<file path="src/hdl/ssc_defines.svh">
`ifndef SSC_DEFINES_SVH
`define SSC_DEFINES_SVH
`define SSC_CLK_NS 100
`define SSC_CLK_MHZ 10
`define SSC_ADDR_FZC 4'h0
`define SSC_ADDR_AS 4'h1
`define SSC_ADDR_TZC 4'h2
`define SSC_ADDR_GAIN 4'h3
`define SSC_ADDR_SEQ 4'h4
`define SSC_ADDR_SHORT 4'h5
`define SSC_ADDR_KICK 4'h6
`define SSC_ADDR_JUMP 4'h7
`define SSC_ADDR_GFS 4'ha
`define SSC_ADDR_MATCH 4'hb
`define SSC_ADDR_TOGGLE 4'hc
`define SSC_ADDR_OVL 4'he
`define SSC_OP_CANCEL 4'h0
`define SSC_OP_FOCUS_ON 4'h7
`define SSC_OP_FINE 3'h2
`define SSC_OP_ONE 3'h4
`define SSC_OP_TEN 3'h5
`define SSC_OP_TWO_N 3'h6
`define SSC_OP_MOVE 3'h7
`define SSC_SRV_FOCUS_CANCEL 8'h02
`define SSC_SRV_JUMP_CANCEL 8'h25
`define SSC_FINE_STEP 16'h0008
`define SSC_TEN_STEP 16'h000a
`define SSC_MIRROR_MIN 16'h0010
`define SSC_OVL_LEN 7'h40
`define SSC_MAX_SHORT_US 2900
`define SSC_MAX_LONG_US 180000
`define SSC_SLED_FINE_US 2900
`define SSC_SLED_TWO_N_US 1450
`define SSC_BLIND_NS 22000
`define SSC_BRAKE_NS 45000
`define SSC_FKICK_NS 90000
`endif

</file>
<file path="src/hdl/ssc_pkg.sv">
package ssc_pkg;
  typedef enum logic {SSC_IDLE, SSC_RUN} ssc_state_t;
endpackage : ssc_pkg

</file>
<file path="src/hdl/ssc_command_sense.sv">
`timescale 1ns/1ns
`include "ssc_defines.svh"
module ssc_command_sense
  import ssc_pkg::*;
#(
  parameter int unsigned MAX_SHORT_CYC = `SSC_MAX_SHORT_US * `SSC_CLK_MHZ,
  parameter int unsigned MAX_LONG_CYC = `SSC_MAX_LONG_US * `SSC_CLK_MHZ,
  parameter int unsigned SLED_FINE_CYC = `SSC_SLED_FINE_US * `SSC_CLK_MHZ,
  parameter int unsigned SLED_TWO_N_CYC = `SSC_SLED_TWO_N_US * `SSC_CLK_MHZ
) (
  input wire logic ref_clk_in,
  input wire logic nrst_in,
  input wire logic ser_clk_in,
  input wire logic ser_data_in,
  input wire logic ser_latch_n_in,
  input wire logic track_count_pulse_in,
  input wire logic mirror_signal_in,
  input wire logic efm_in,
  input wire logic chan_clk_tick_in,
  input wire logic seq_sense_enable_in,
  input wire logic focus_good_in,
  input wire logic frame_sync_good_in,
  input wire logic auto_gain_done_in,
  input wire logic average_busy_n_in,
  input wire logic avg_measure_in,
  input wire logic sled_stop_in,
  input wire logic tracking_gain_adjust_in,
  input wire logic focus_gain_adjust_in,
  input wire logic focus_zero_cross_in,
  input wire logic anti_shock_in,
  input wire logic track_zero_cross_in,
  output logic status_sense_out,
  output logic status_sense_oe_out,
  output logic seq_busy_n_out,
  output logic count_match_out,
  output logic count_toggle_out,
  output logic efm_overlength_n_out,
  output logic [7:0] servo_cmd_out,
  output logic servo_cmd_valid_out,
  output logic jump_reverse_out,
  output logic [11:0] blind_overflow_cyc_out,
  output logic [12:0] brake_cyc_out,
  output logic [18:0] sled_kick_cyc_out,
  output logic [13:0] focus_kick_cyc_out
);
  localparam logic [11:0] BLIND_CYC = 12'((`SSC_BLIND_NS + `SSC_CLK_NS - 1) / `SSC_CLK_NS);
  localparam logic [12:0] BRAKE_CYC = 13'((`SSC_BRAKE_NS + `SSC_CLK_NS - 1) / `SSC_CLK_NS);
  localparam logic [13:0] FKICK_CYC = 14'((`SSC_FKICK_NS + `SSC_CLK_NS - 1) / `SSC_CLK_NS);

  // pins: ser clk, ser data, latch, track pulse, mirror, efm
  logic [5:0] sync1_reg, sync2_reg, dly_reg;
  always_ff @(posedge ref_clk_in or negedge nrst_in)
  begin
    if (!nrst_in)
    begin
      sync1_reg <= 6'h28; // idle pin levels, so no false edge after reset
      sync2_reg <= 6'h28;
      dly_reg <= 6'h28;
    end
    else
    begin
      sync1_reg <= {ser_clk_in, ser_data_in, ser_latch_n_in, track_count_pulse_in, mirror_signal_in, efm_in};
      sync2_reg <= sync1_reg;
      dly_reg <= sync2_reg;
    end
  end
  logic sclk_rise, latch_rise, tcp_rise, mirror_signal_rise, efm_edge;
  assign sclk_rise = sync2_reg[5] & ~dly_reg[5];
  assign latch_rise = sync2_reg[3] & ~dly_reg[3];
  assign tcp_rise = sync2_reg[2] & ~dly_reg[2];
  assign mirror_signal_rise = sync2_reg[1] & ~dly_reg[1];
  assign efm_edge = sync2_reg[0] ^ dly_reg[0];

  // serial command capture and register writes
  logic [4:0] bit_cnt_reg, bit_cnt_next;
  logic [3:0] addr_reg, addr_next;
  logic [15:0] data_reg, data_next;
  logic [11:0] seq_cmd_reg, seq_cmd_next;
  logic [3:0] short_reg, short_next;
  logic [7:0] kick_reg, kick_next;
  logic [15:0] jump_reg, jump_next;
  logic write_seq, load_jump;
  always_comb
  begin
    bit_cnt_next = bit_cnt_reg;
    addr_next = addr_reg;
    data_next = data_reg;
    seq_cmd_next = seq_cmd_reg;
    short_next = short_reg;
    kick_next = kick_reg;
    jump_next = jump_reg;
    write_seq = 1'b0;
    load_jump = 1'b0;
    if (!sync2_reg[3])
      bit_cnt_next = 5'h0;
    else if (sclk_rise)
    begin
      if (bit_cnt_reg < 5'h4)
      begin
        addr_next = {addr_reg[2:0], sync2_reg[4]};
        data_next = 16'h0; // a short frame must not commit old data
      end
      else
        data_next = {data_reg[14:0], sync2_reg[4]};
      if (bit_cnt_reg != 5'h1f)
        bit_cnt_next = bit_cnt_reg + 5'h1;
    end
    if (latch_rise)
    begin
      case (addr_reg)
        `SSC_ADDR_SEQ:
        begin
          seq_cmd_next = data_reg[11:0];
          write_seq = 1'b1;
        end
        `SSC_ADDR_SHORT: short_next = data_reg[3:0];
        `SSC_ADDR_KICK: kick_next = data_reg[7:0];
        `SSC_ADDR_JUMP:
        begin
          jump_next = data_reg;
          load_jump = 1'b1;
        end
        default: ;
      endcase
    end
  end
  always_ff @(posedge ref_clk_in or negedge nrst_in)
  begin
    if (!nrst_in)
    begin
      bit_cnt_reg <= 5'h0;
      addr_reg <= 4'h0;
      data_reg <= 16'h0;
      seq_cmd_reg <= 12'h0;
      short_reg <= 4'h0;
      kick_reg <= 8'h0;
      jump_reg <= 16'h0;
    end
    else
    begin
      bit_cnt_reg <= bit_cnt_next;
      addr_reg <= addr_next;
      data_reg <= data_next;
      seq_cmd_reg <= seq_cmd_next;
      short_reg <= short_next;
      kick_reg <= kick_next;
      jump_reg <= jump_next;
    end
  end

  // sequencer
  ssc_state_t state_reg, state_next;
  logic [3:0] run_op_reg, run_op_next;
  logic [15:0] seq_cnt_reg, seq_cnt_next;
  logic [24:0] max_left_reg, max_left_next;
  logic max_en_reg, max_en_next;
  logic [7:0] srv_reg, srv_next;
  logic srv_vld_reg, srv_vld_next;
  logic [3:0] new_op;
  logic fine_run, tog_flip, seq_ev, seq_end, op_ok;
  logic [15:0] target;
  assign new_op = seq_cmd_next[11:8];
  assign fine_run = (state_reg == SSC_RUN) && (run_op_reg[3:1] == `SSC_OP_FINE);
  always_comb
  begin
    state_next = state_reg;
    run_op_next = run_op_reg;
    seq_cnt_next = seq_cnt_reg;
    max_left_next = max_left_reg;
    max_en_next = max_en_reg;
    srv_next = srv_reg;
    srv_vld_next = 1'b0;
    seq_ev = 1'b0;
    target = jump_reg;
    op_ok = new_op[3] | (new_op[3:1] == `SSC_OP_FINE) | (new_op == `SSC_OP_FOCUS_ON);
    case (run_op_reg[3:1])
      `SSC_OP_ONE:
      begin
        seq_ev = tcp_rise;
        target = 16'h1;
      end
      `SSC_OP_TEN:
      begin
        seq_ev = tcp_rise;
        target = `SSC_TEN_STEP;
      end
      `SSC_OP_TWO_N, `SSC_OP_MOVE: seq_ev = (jump_reg < `SSC_MIRROR_MIN) ? tog_flip : mirror_signal_rise;
      `SSC_OP_FINE: seq_ev = tog_flip;
      default: seq_ev = 1'b0;
    endcase
    if (run_op_reg == `SSC_OP_FOCUS_ON)
      seq_end = focus_good_in;
    else
      seq_end = seq_ev && (seq_cnt_reg + 16'h1 >= target);
    if (max_en_reg && max_left_reg == 25'h1)
      seq_end = 1'b1;
    if (state_reg == SSC_RUN)
    begin
      if (seq_ev)
        seq_cnt_next = seq_cnt_reg + 16'h1;
      if (max_left_reg != 25'h0)
        max_left_next = max_left_reg - 25'h1;
      if (seq_end)
        state_next = SSC_IDLE;
    end
    if (write_seq)
    begin
      if (new_op == `SSC_OP_CANCEL)
      begin
        if (state_reg == SSC_RUN)
        begin
          srv_vld_next = 1'b1;
          if (run_op_reg == `SSC_OP_FOCUS_ON)
            srv_next = `SSC_SRV_FOCUS_CANCEL;
          else
            srv_next = `SSC_SRV_JUMP_CANCEL;
        end
        state_next = SSC_IDLE;
      end
      else if (op_ok)
      begin
        state_next = SSC_RUN;
        run_op_next = new_op;
        seq_cnt_next = 16'h0;
        max_en_next = seq_cmd_next[7:4] != 4'h0;
        max_left_next = 25'(seq_cmd_next[7:4] * (seq_cmd_next[3] ? MAX_LONG_CYC : MAX_SHORT_CYC));
      end
    end
  end
  always_ff @(posedge ref_clk_in or negedge nrst_in)
  begin
    if (!nrst_in)
    begin
      state_reg <= SSC_IDLE;
      run_op_reg <= 4'h0;
      seq_cnt_reg <= 16'h0;
      max_left_reg <= 25'h0;
      max_en_reg <= 1'b0;
      srv_reg <= 8'h0;
      srv_vld_reg <= 1'b0;
    end
    else
    begin
      state_reg <= state_next;
      run_op_reg <= run_op_next;
      seq_cnt_reg <= seq_cnt_next;
      max_left_reg <= max_left_next;
      max_en_reg <= max_en_next;
      srv_reg <= srv_next;
      srv_vld_reg <= srv_vld_next;
    end
  end

  // track counting for match and toggle
  logic [15:0] tc_cnt_reg, tc_cnt_next, tc_goal;
  logic match_reg, match_next, toggle_reg, toggle_next;
  always_comb
  begin
    tc_cnt_next = tc_cnt_reg;
    match_next = match_reg;
    toggle_next = toggle_reg;
    tc_goal = fine_run ? `SSC_FINE_STEP : jump_reg;
    if (load_jump)
    begin
      tc_cnt_next = 16'h0;
      match_next = 1'b1;
      toggle_next = 1'b1;
    end
    else if (tcp_rise)
    begin
      if (tc_cnt_reg + 16'h1 == tc_goal)
      begin
        tc_cnt_next = 16'h0;
        match_next = 1'b0;
        toggle_next = ~toggle_reg;
      end
      else
        tc_cnt_next = tc_cnt_reg + 16'h1;
    end
    if (write_seq && new_op[3:1] == `SSC_OP_FINE)
      tc_cnt_next = 16'h0; // a stale count would delay the first flip
    tog_flip = !load_jump && (toggle_next != toggle_reg);
  end
  always_ff @(posedge ref_clk_in or negedge nrst_in)
  begin
    if (!nrst_in)
    begin
      tc_cnt_reg <= 16'h0;
      match_reg <= 1'b0;
      toggle_reg <= 1'b0;
    end
    else
    begin
      tc_cnt_reg <= tc_cnt_next;
      match_reg <= match_next;
      toggle_reg <= toggle_next;
    end
  end

  // efm run length watch, counted in channel clock ticks
  logic [6:0] run_reg, run_next;
  logic ovl_n_reg, ovl_n_next;
  always_comb
  begin
    run_next = run_reg;
    ovl_n_next = ovl_n_reg;
    if (efm_edge)
    begin
      run_next = 7'h0;
      ovl_n_next = 1'b1;
    end
    else if (chan_clk_tick_in && run_reg != `SSC_OVL_LEN)
    begin
      run_next = run_reg + 7'h1;
      ovl_n_next = (run_reg + 7'h1) != `SSC_OVL_LEN;
    end
  end
  always_ff @(posedge ref_clk_in or negedge nrst_in)
  begin
    if (!nrst_in)
    begin
      run_reg <= 7'h0;
      ovl_n_reg <= 1'b1;
    end
    else
    begin
      run_reg <= run_next;
      ovl_n_reg <= ovl_n_next;
    end
  end

  // sense selection and timer figures; one cycle behind their sources
  logic sense_next, oe_next, gain_sel;
  logic [11:0] blind_next;
  logic [12:0] brake_next;
  logic [18:0] sled_next;
  logic [13:0] fkick_next;
  always_comb
  begin
    sense_next = 1'b0;
    oe_next = seq_sense_enable_in;
    gain_sel = tracking_gain_adjust_in | focus_gain_adjust_in;
    case (addr_reg)
      `SSC_ADDR_FZC: sense_next = focus_zero_cross_in;
      `SSC_ADDR_AS: sense_next = anti_shock_in;
      `SSC_ADDR_TZC: sense_next = track_zero_cross_in;
      `SSC_ADDR_GAIN: sense_next = gain_sel ? auto_gain_done_in
                                   : (avg_measure_in ? average_busy_n_in : sled_stop_in);
      `SSC_ADDR_SEQ: sense_next = state_reg != SSC_RUN;
      `SSC_ADDR_SHORT: sense_next = focus_good_in;
      `SSC_ADDR_GFS:
      begin
        sense_next = frame_sync_good_in;
        oe_next = 1'b1;
      end
      `SSC_ADDR_MATCH:
      begin
        sense_next = match_reg;
        oe_next = 1'b1;
      end
      `SSC_ADDR_TOGGLE:
      begin
        sense_next = toggle_reg;
        oe_next = 1'b1;
      end
      `SSC_ADDR_OVL:
      begin
        sense_next = ovl_n_reg;
        oe_next = 1'b1;
      end
      default: sense_next = 1'b0;
    endcase
    blind_next = 12'(short_reg * BLIND_CYC);
    brake_next = 13'(short_reg * BRAKE_CYC);
    fkick_next = 14'(kick_reg[3:0] * FKICK_CYC);
    if (run_op_reg[3:1] == `SSC_OP_FINE)
      sled_next = 19'(kick_reg[7:4] * SLED_FINE_CYC);
    else if (run_op_reg[3:1] == `SSC_OP_TWO_N)
      sled_next = 19'(kick_reg[7:4] * SLED_TWO_N_CYC);
    else
      sled_next = 19'h0;
  end
  always_ff @(posedge ref_clk_in or negedge nrst_in)
  begin
    if (!nrst_in)
    begin
      status_sense_out <= 1'b0;
      status_sense_oe_out <= 1'b0;
      blind_overflow_cyc_out <= 12'h0;
      brake_cyc_out <= 13'h0;
      sled_kick_cyc_out <= 19'h0;
      focus_kick_cyc_out <= 14'h0;
    end
    else
    begin
      status_sense_out <= sense_next;
      status_sense_oe_out <= oe_next;
      blind_overflow_cyc_out <= blind_next;
      brake_cyc_out <= brake_next;
      sled_kick_cyc_out <= sled_next;
      focus_kick_cyc_out <= fkick_next;
    end
  end

  assign seq_busy_n_out = state_reg != SSC_RUN;
  assign count_match_out = match_reg;
  assign count_toggle_out = toggle_reg;
  assign efm_overlength_n_out = ovl_n_reg;
  assign servo_cmd_out = srv_reg;
  assign servo_cmd_valid_out = srv_vld_reg;
  assign jump_reverse_out = run_op_reg[0];
endmodule : ssc_command_sense

</file>
<file path="config.mk">
export PLATFORM = sky130hd
export DESIGN_NAME = ssc_command_sense
export DESIGN_NICKNAME = d
export VERILOG_FILES = /design/src/hdl/ssc_pkg.sv /design/src/hdl/ssc_command_sense.sv
export VERILOG_INCLUDE_DIRS = /design/src /design/src/hdl
export SDC_FILE = /design/constraint.sdc
export NUM_CORES = 1
export LEC_CHECK = 0
export ABC_AREA = 1
export BUFFER_PORTS_ARGS = -buffer_cell sky130_fd_sc_hd__buf_4
export CORE_MARGIN = 2
export CORE_UTILIZATION = 61
export DETAILED_ROUTE_END_ITERATION = 10
export PLACE_DENSITY = 0.81
export SETUP_SLACK_MARGIN = 0.02
export SLEW_MARGIN = 20
export SYNTH_ARGS = -nofsm -noshare
export SYNTH_HDL_FRONTEND = slang
export SYNTH_SLANG_ARGS = --single-unit
</file>
<file path="constraint.sdc">
create_clock -name ref_clk_in -period 5.1 [get_ports ref_clk_in]
set_input_delay 0.255 -clock ref_clk_in [delete_from_list [all_inputs] [get_ports ref_clk_in]]
set_output_delay 0.255 -clock ref_clk_in [all_outputs]
set_load 0.01 [all_outputs]
</file>
Yosys cells after proc, flatten, opt, wreduce, memory -nomap -nowiden
Index checks and enable logic that the tools add are counted.

Multiplexer cells: 56. Equal/unequal tests: 27. Magnitude comparators: 3. Reductions and logical operators: 28. Bitwise gates (word level): 15. Add/sub/neg operators: 5. Multiply operators: 6.

Operators by type and width (number): 16-bit two-way mux (11); 25-bit two-way mux (5); 16-bit by 1-bit adder with 16-bit output (second input constant) (2); 4-bit by 12-bit multiplier with 16-bit output (second input constant) (2); 16-bit case mux with 2 select lines (1); 1-bit two-way mux (26); 25-bit by 1-bit equality test with 1-bit output (second input constant) (1); 4-bit by 21-bit multiplier with 25-bit output (1); 25-bit nonzero test (1); 25-bit by 1-bit subtractor with 25-bit output (second input constant) (1); 4-bit by 3-bit equality test with 1-bit output (second input constant) (6); 4-bit by 8-bit multiplier with 12-bit output (second input constant) (2); 12-bit two-way mux (2); 21-bit two-way mux (1); 19-bit two-way mux (1); 18-bit two-way mux (1); 16-bit equality test (1); 4-bit equality test (second input constant) (4); 16-bit >= comparator (1); 16-bit by 5-bit less-than comparator with 1-bit output (second input constant) (1); 5-bit two-way mux (3); 7-bit two-way mux (2); 7-bit inequality test (second input constant) (2); 2-bit AND reduction (7); other kinds (27) (55).

Register bits: 220. Output and inout bits: 74.

Logic depth before layout (Yosys ltp)
Word-level depth: 19. Gate-level depth with buffers: 28. Gate-level depth less buffers: 27.

Worst setup path before layout
Ideal clock, no wire load.

Path kind: register to register. Start: register sync2_reg[3]. End: register max_left_reg[21]. Slack: 0.937 ns. Clock period less this slack: 4.163 ns. Path buffers: 1. Cell stages (with the launch flop): 27. Data arrival time: 4.037 ns. Cell sequence: dfstp_2 -> inv_1 -> nor2_1 -> inv_1 -> nor2_4 -> inv_2 -> buf_6 -> o21ai_0 -> nor2_1 -> ha_1 -> inv_1 -> fa_1 -> inv_1 -> ha_1 -> inv_1 -> o21bai_1 -> nand2_1 -> nand2_1 -> nand2_1 -> nand2_1 -> a21boi_0 -> o21ai_0 -> nand3_1 -> nand2_1 -> nand2_1 -> nand2_1 -> o21ai_0.

Longest elaborated chain between the ends: 8.

Ends and longest elaborated chain: start, declared (RTL line ssc_command_sense.sv:51) `logic [5:0] sync1_reg, sync2_reg, dly_reg;`; start signal, assigned (RTL line ssc_command_sense.sv:63) `sync2_reg <= sync1_reg;`; 1-bit AND (*) (RTL line ssc_command_sense.sv:69) `assign latch_rise = sync2_reg[3] & ~dly_reg[3];`; parallel branches: the longest is 6 deep, another holds 4-bit by 21-bit multiplier with 25-bit output; 25-bit two-way mux (*) (RTL line ssc_command_sense.sv:206) `if (write_seq)`; net max_left_next[21] (RTL line ssc_command_sense.sv:155) `logic [24:0] max_left_reg, max_left_next;`; end signal, assigned (RTL line ssc_command_sense.sv:247) `max_left_reg <= max_left_next;`; end, declared (RTL line ssc_command_sense.sv:155).

Mark *: on every way through the listed nets, which the timed path passes. A chain may end at the register's enable or synchronous reset.

Final worst setup path
Ends and elaborated chain as after synthesis.

==> flow_results.org <==
** Die
- Ports :: 95
- Die W :: 148 um
- Core Area :: 20300 sq um
- Die area :: approximately 22000 sq um
- In this run the vertical extent of the chip is 148 um.
- For this configuration, the core starts out at a cell density of between 60 and 70%.
- Site Rows :: 52

** Synth
- Counting flops with an async set or reset pin after synthesis yields a share of 100%.
- The cell count after synthesis came out at 1526.
- EDFF count, synth :: 0
- Library cells used by synthesis :: 53
- Share of the yosys chip area belonging to registers :: ~40%
- Synthesis inferred 200 register bits.
- After synthesis the cells add up to 12700 sq um.
- The most used flip-flop cell after synthesis is sky130_fd_sc_hd__dfrtp_1.
- The Yosys step of the flow raised 0 warnings.
- Post-Synthesis Mean Instance Area :: 8.29 sq um

** Cells and area
- Of the cells placed in the final design, the portion with a size suffix greater than 1 is a little under an eighth.
- Most common cell after layout, fill and taps aside :: sky130_fd_sc_hd__nand2_1
- The register with the most flip-flops in the layout has 25 of them.
- Sequential cell area :: 5010 sq um
- 0 antenna diodes ended up in the layout.
- In the layout the commonest cells are 281 x sky130_fd_sc_hd__nand2_1, 219 x sky130_fd_sc_hd__inv_1, 193 x sky130_fd_sc_hd__dfrtp_1.
- Total area of multi-input combinational cells :: 6470 sq um
- Area growth, synth to finish :: 11.0%
- Fill cell count :: around 1600
- In the final design database the tool counted 1759 nets.

** Clock tree
- CTS clk-pin slew, worst paths :: 0.08 ns
- CTS tree :: done
- Post-CTS repair changed the size of 0 cells.
- For this design, the sink count on the clock tree is 200.
- At the later pin of the worst-skew pair, clock insertion delay measures 0.44 ns.
- In this run, CTS created clock tree buffers numbering 17.
- In this run the deepest clock path goes through 2 buffers.
- The clock tree synthesis step divided the H-tree into 4 levels.
- The tree is rooted in a sky130_fd_sc_hd__clkbuf_16.

** Drt
- Post-detailed-route DRC marker count :: 0
- The routed layout has 10222 vias.
- After detailed routing, the number of vias per cell comes to 5.42.
- Initial detailed-routing violation count :: 762
- Antenna-violating nets left :: 0
- Before antenna repair, the detailed router went through 7 iterations.
- Wire per inst :: 14.9 um
- Routed WL :: 28100 um

** Power and ir drop
- Switching Share :: 40.2%
- For this design the ratio of total power to cell area is 405 nW/um^2.
- Clock network fraction of total power :: between 20 and 25%
- Per report_power, the sequential group accounts for about a third of the total.
- Pint :: 3.41 mW
- The design draws 5.69 mW.
- IR analysis of the VDD net gives a maximum drop of 0.342 mV.
- The analysis attributes to net switching a power of 2.28 mW.
- Lkg Pwr :: 7.41 nW
- Combinational fraction of design power :: 42.1%

** Worst hold path
- The worst hold path belongs to the class input pin to flop.
- Hold Startpoint :: anti_shock_in

** Setup path
- Crit Path Max Fanout :: 12
- Critical Path Slowest Stage Cell :: sky130_fd_sc_hd__dfstp_2
- CP startpoint kind :: flop
- Launch point of the critical path :: sync2_reg[3]
- The cell that appears most often on the critical path is sky130_fd_sc_hd__nand2_1.
- Data on the critical path is required at its endpoint by 5.43 ns.
- The worst setup path is captured at a flop.
- The worst setup path is of the flop to flop kind.
- Largest incremental delay on the critical path :: 0.59 ns
- The worst register-to-register path begins at sync2_reg[3].
- For the worst setup path, the data arrival time is 5.05 ns.

** STA
- Derived from the worst setup path, the maximum achievable clock frequency is 212 MHz.
- Setup repair after global routing left no endpoint under its margin.
- Final Hold Violating Endpoints :: 0
- The number of pins exceeding their max-slew limit in the final report came to 0.
- Dividing the final minimum period by the clock period gives 92.6%.
- Counting I/O delays and the setup requirement, the final critical path takes 4.72 ns.
- Setup total negative slack on the finished layout was measured at 0 ns.
- Across the routed clock network, the largest skew measured is between 0.01 and 0.015 ns.
- For the pin with the worst max-slew slack, the measured transition is 0.960 ns.
- Setup violations remaining at the end of the flow were counted as 0.
- In this run the tightest slew margin relative to its limit is a little over a third.

** GRT
- Number of global-route vias before repair :: slightly above 10000
- The initial antenna violation count came to 0.
- The total overflow left after global routing is 0.
- Largest net degree at the start of global routing :: 89
- The first global-routing pass estimated 47400 um of wire.
- Global routing used 26.6% of the available tracks.

** Flow run
- # Max-Cap Violations :: 0

** Placement
- Port Buffers :: 81
- Routability-driven placement finished with a final weighted congestion of 0.912.
- Once detailed placement completed, the half-perimeter wirelength came to 20600 um.

** Run status
- Result of the run :: complete, no violations
-- cells in the mapped netlist (all sizes together), types with 2 or more instances --
master,n,area [sq um]
or2,9,56.3
o21a,3,22.5
buf,36,293
nand3b,7,52.6
nand2,298,1180
nand4,20,140
fa,20,400
dfrtp,193,4830
xnor2,19,166
mux2i,2,20.0
o31ai,3,27.5
nor2,139,574
a21o,3,22.5
a21oi,63,315
xor2,39,342
ha,114,1430
nand3,104,541
nor4,5,31.3
a31oi,5,31.3
o21bai,7,52.6
a211oi,2,15.0
o211ai,2,15.0
o22ai,26,163
nor3,24,125
clkbuf,14,52.6
inv,229,862
a21boi,2,15.0
dfstp,7,184
a31o,3,26.3
o21ai,121,621
-- final cells by class --
| cell class | instances | share of cell area (%) |
|---|---|---|
| inverters | 230 | 6.17 |
| clock inverters | 11 | 0.989 |
| clock buffers | 21 | 3.28 |
| flip-flops and latches | 200 | 35.7 |
| multi-input cells | 1058 | 46.1 |
| well taps | 270 | 2.41 |
| repair buffers | 97 | 5.37 |
-- through the flow --
stage | hold slack (ns) | cell area, sq um | utilization [%] | setup slack, ns | std cells
3_5_place_dp | 0.335 | 13400 | 65.8 | 0.415 | 1847
6_report | 0.0739 | 14000 | 69.2 | 0.377 | 1887
4_1_cts | 0.0545 | 14000 | 69.2 | 0.399 | 1887
2_1_floorplan | -0.0406 | 12700 | - | 0.937 | 1538
3_3_place_gp | 0.332 | 13400 | 65.8 | 0.661 | 1847
5_1_grt | 0.0835 | 14000 | 69.2 | 0.0353 | 1887
-- critical path, delay by kind of cell (launching register included) --
kind / cells / cell delay, ns
AO/OA/AOI/OAI: 5 / 1.17
buffers and inverters: 6 / 0.48
flip-flops: 1 / 0.59
AND/OR/NAND/NOR: 11 / 1.24
adder cells (fa/ha/maj): 3 / 1.11
-- timing repair --
| action | in CTS | in global routing |
|---|---|---|
| hold buffers | 8 | 0 |
| endpoints found under the hold margin | 93 | 0 |
| buffers inserted | 0 | 0 |
| setup endpoints to repair | 0 | 0 |
-- worst paths after layout --
path	endpoint	slack (ns)	cells past startpoint
max in group asynchronous	run_op_reg[1]	3.45	3
min	status_sense_out	0.07	3
max	max_left_reg[21]	0.38	25
max reg2reg	max_left_reg[21]	0.38	25
min in group asynchronous	sled_kick_cyc_out[2]	0.43	2
min reg2reg	sync2_reg[4]	0.35	0
-- per-layer routing --
metal / wire length, um / vias up / GRT usage [%]
met5: 0 / - / 0
met4: 726 / 0 / 9.29
met3: 1090 / 55 / 4.14
met2: 14400 / 263 / 47.1
met1: 11900 / 4817 / 33.2
li1: - / 5087 / -
-- cell families (layout without fill, tap and decap cells) --
kind of cell    Yosys count  after routing  share of synthesized area [%]
xor+xnor                 58             58                           4.01
compound gates          244            244                           10.8
fa+ha+maj               134            134                           14.4
buf+inv                 280            359                           9.58
flops                   200            200                           39.6
simple gates            607            607                           21.4
other cells               1             13                         0.0296
mux                       2              2                          0.158
-- power groups by stage --
stage | Combinational, mW | Clock [mW] | Sequential [mW]
floorplan | 1.76 | 0 | 1.91
global placement | 2.31 | 0 | 1.93
detailed placement | 2.35 | 0 | 1.93
CTS | 2.38 | 1.40 | 1.91
global route | 2.71 | 1.47 | 1.93
finish | 2.39 | 1.38 | 1.91
Power figures use the tool's default switching activity.
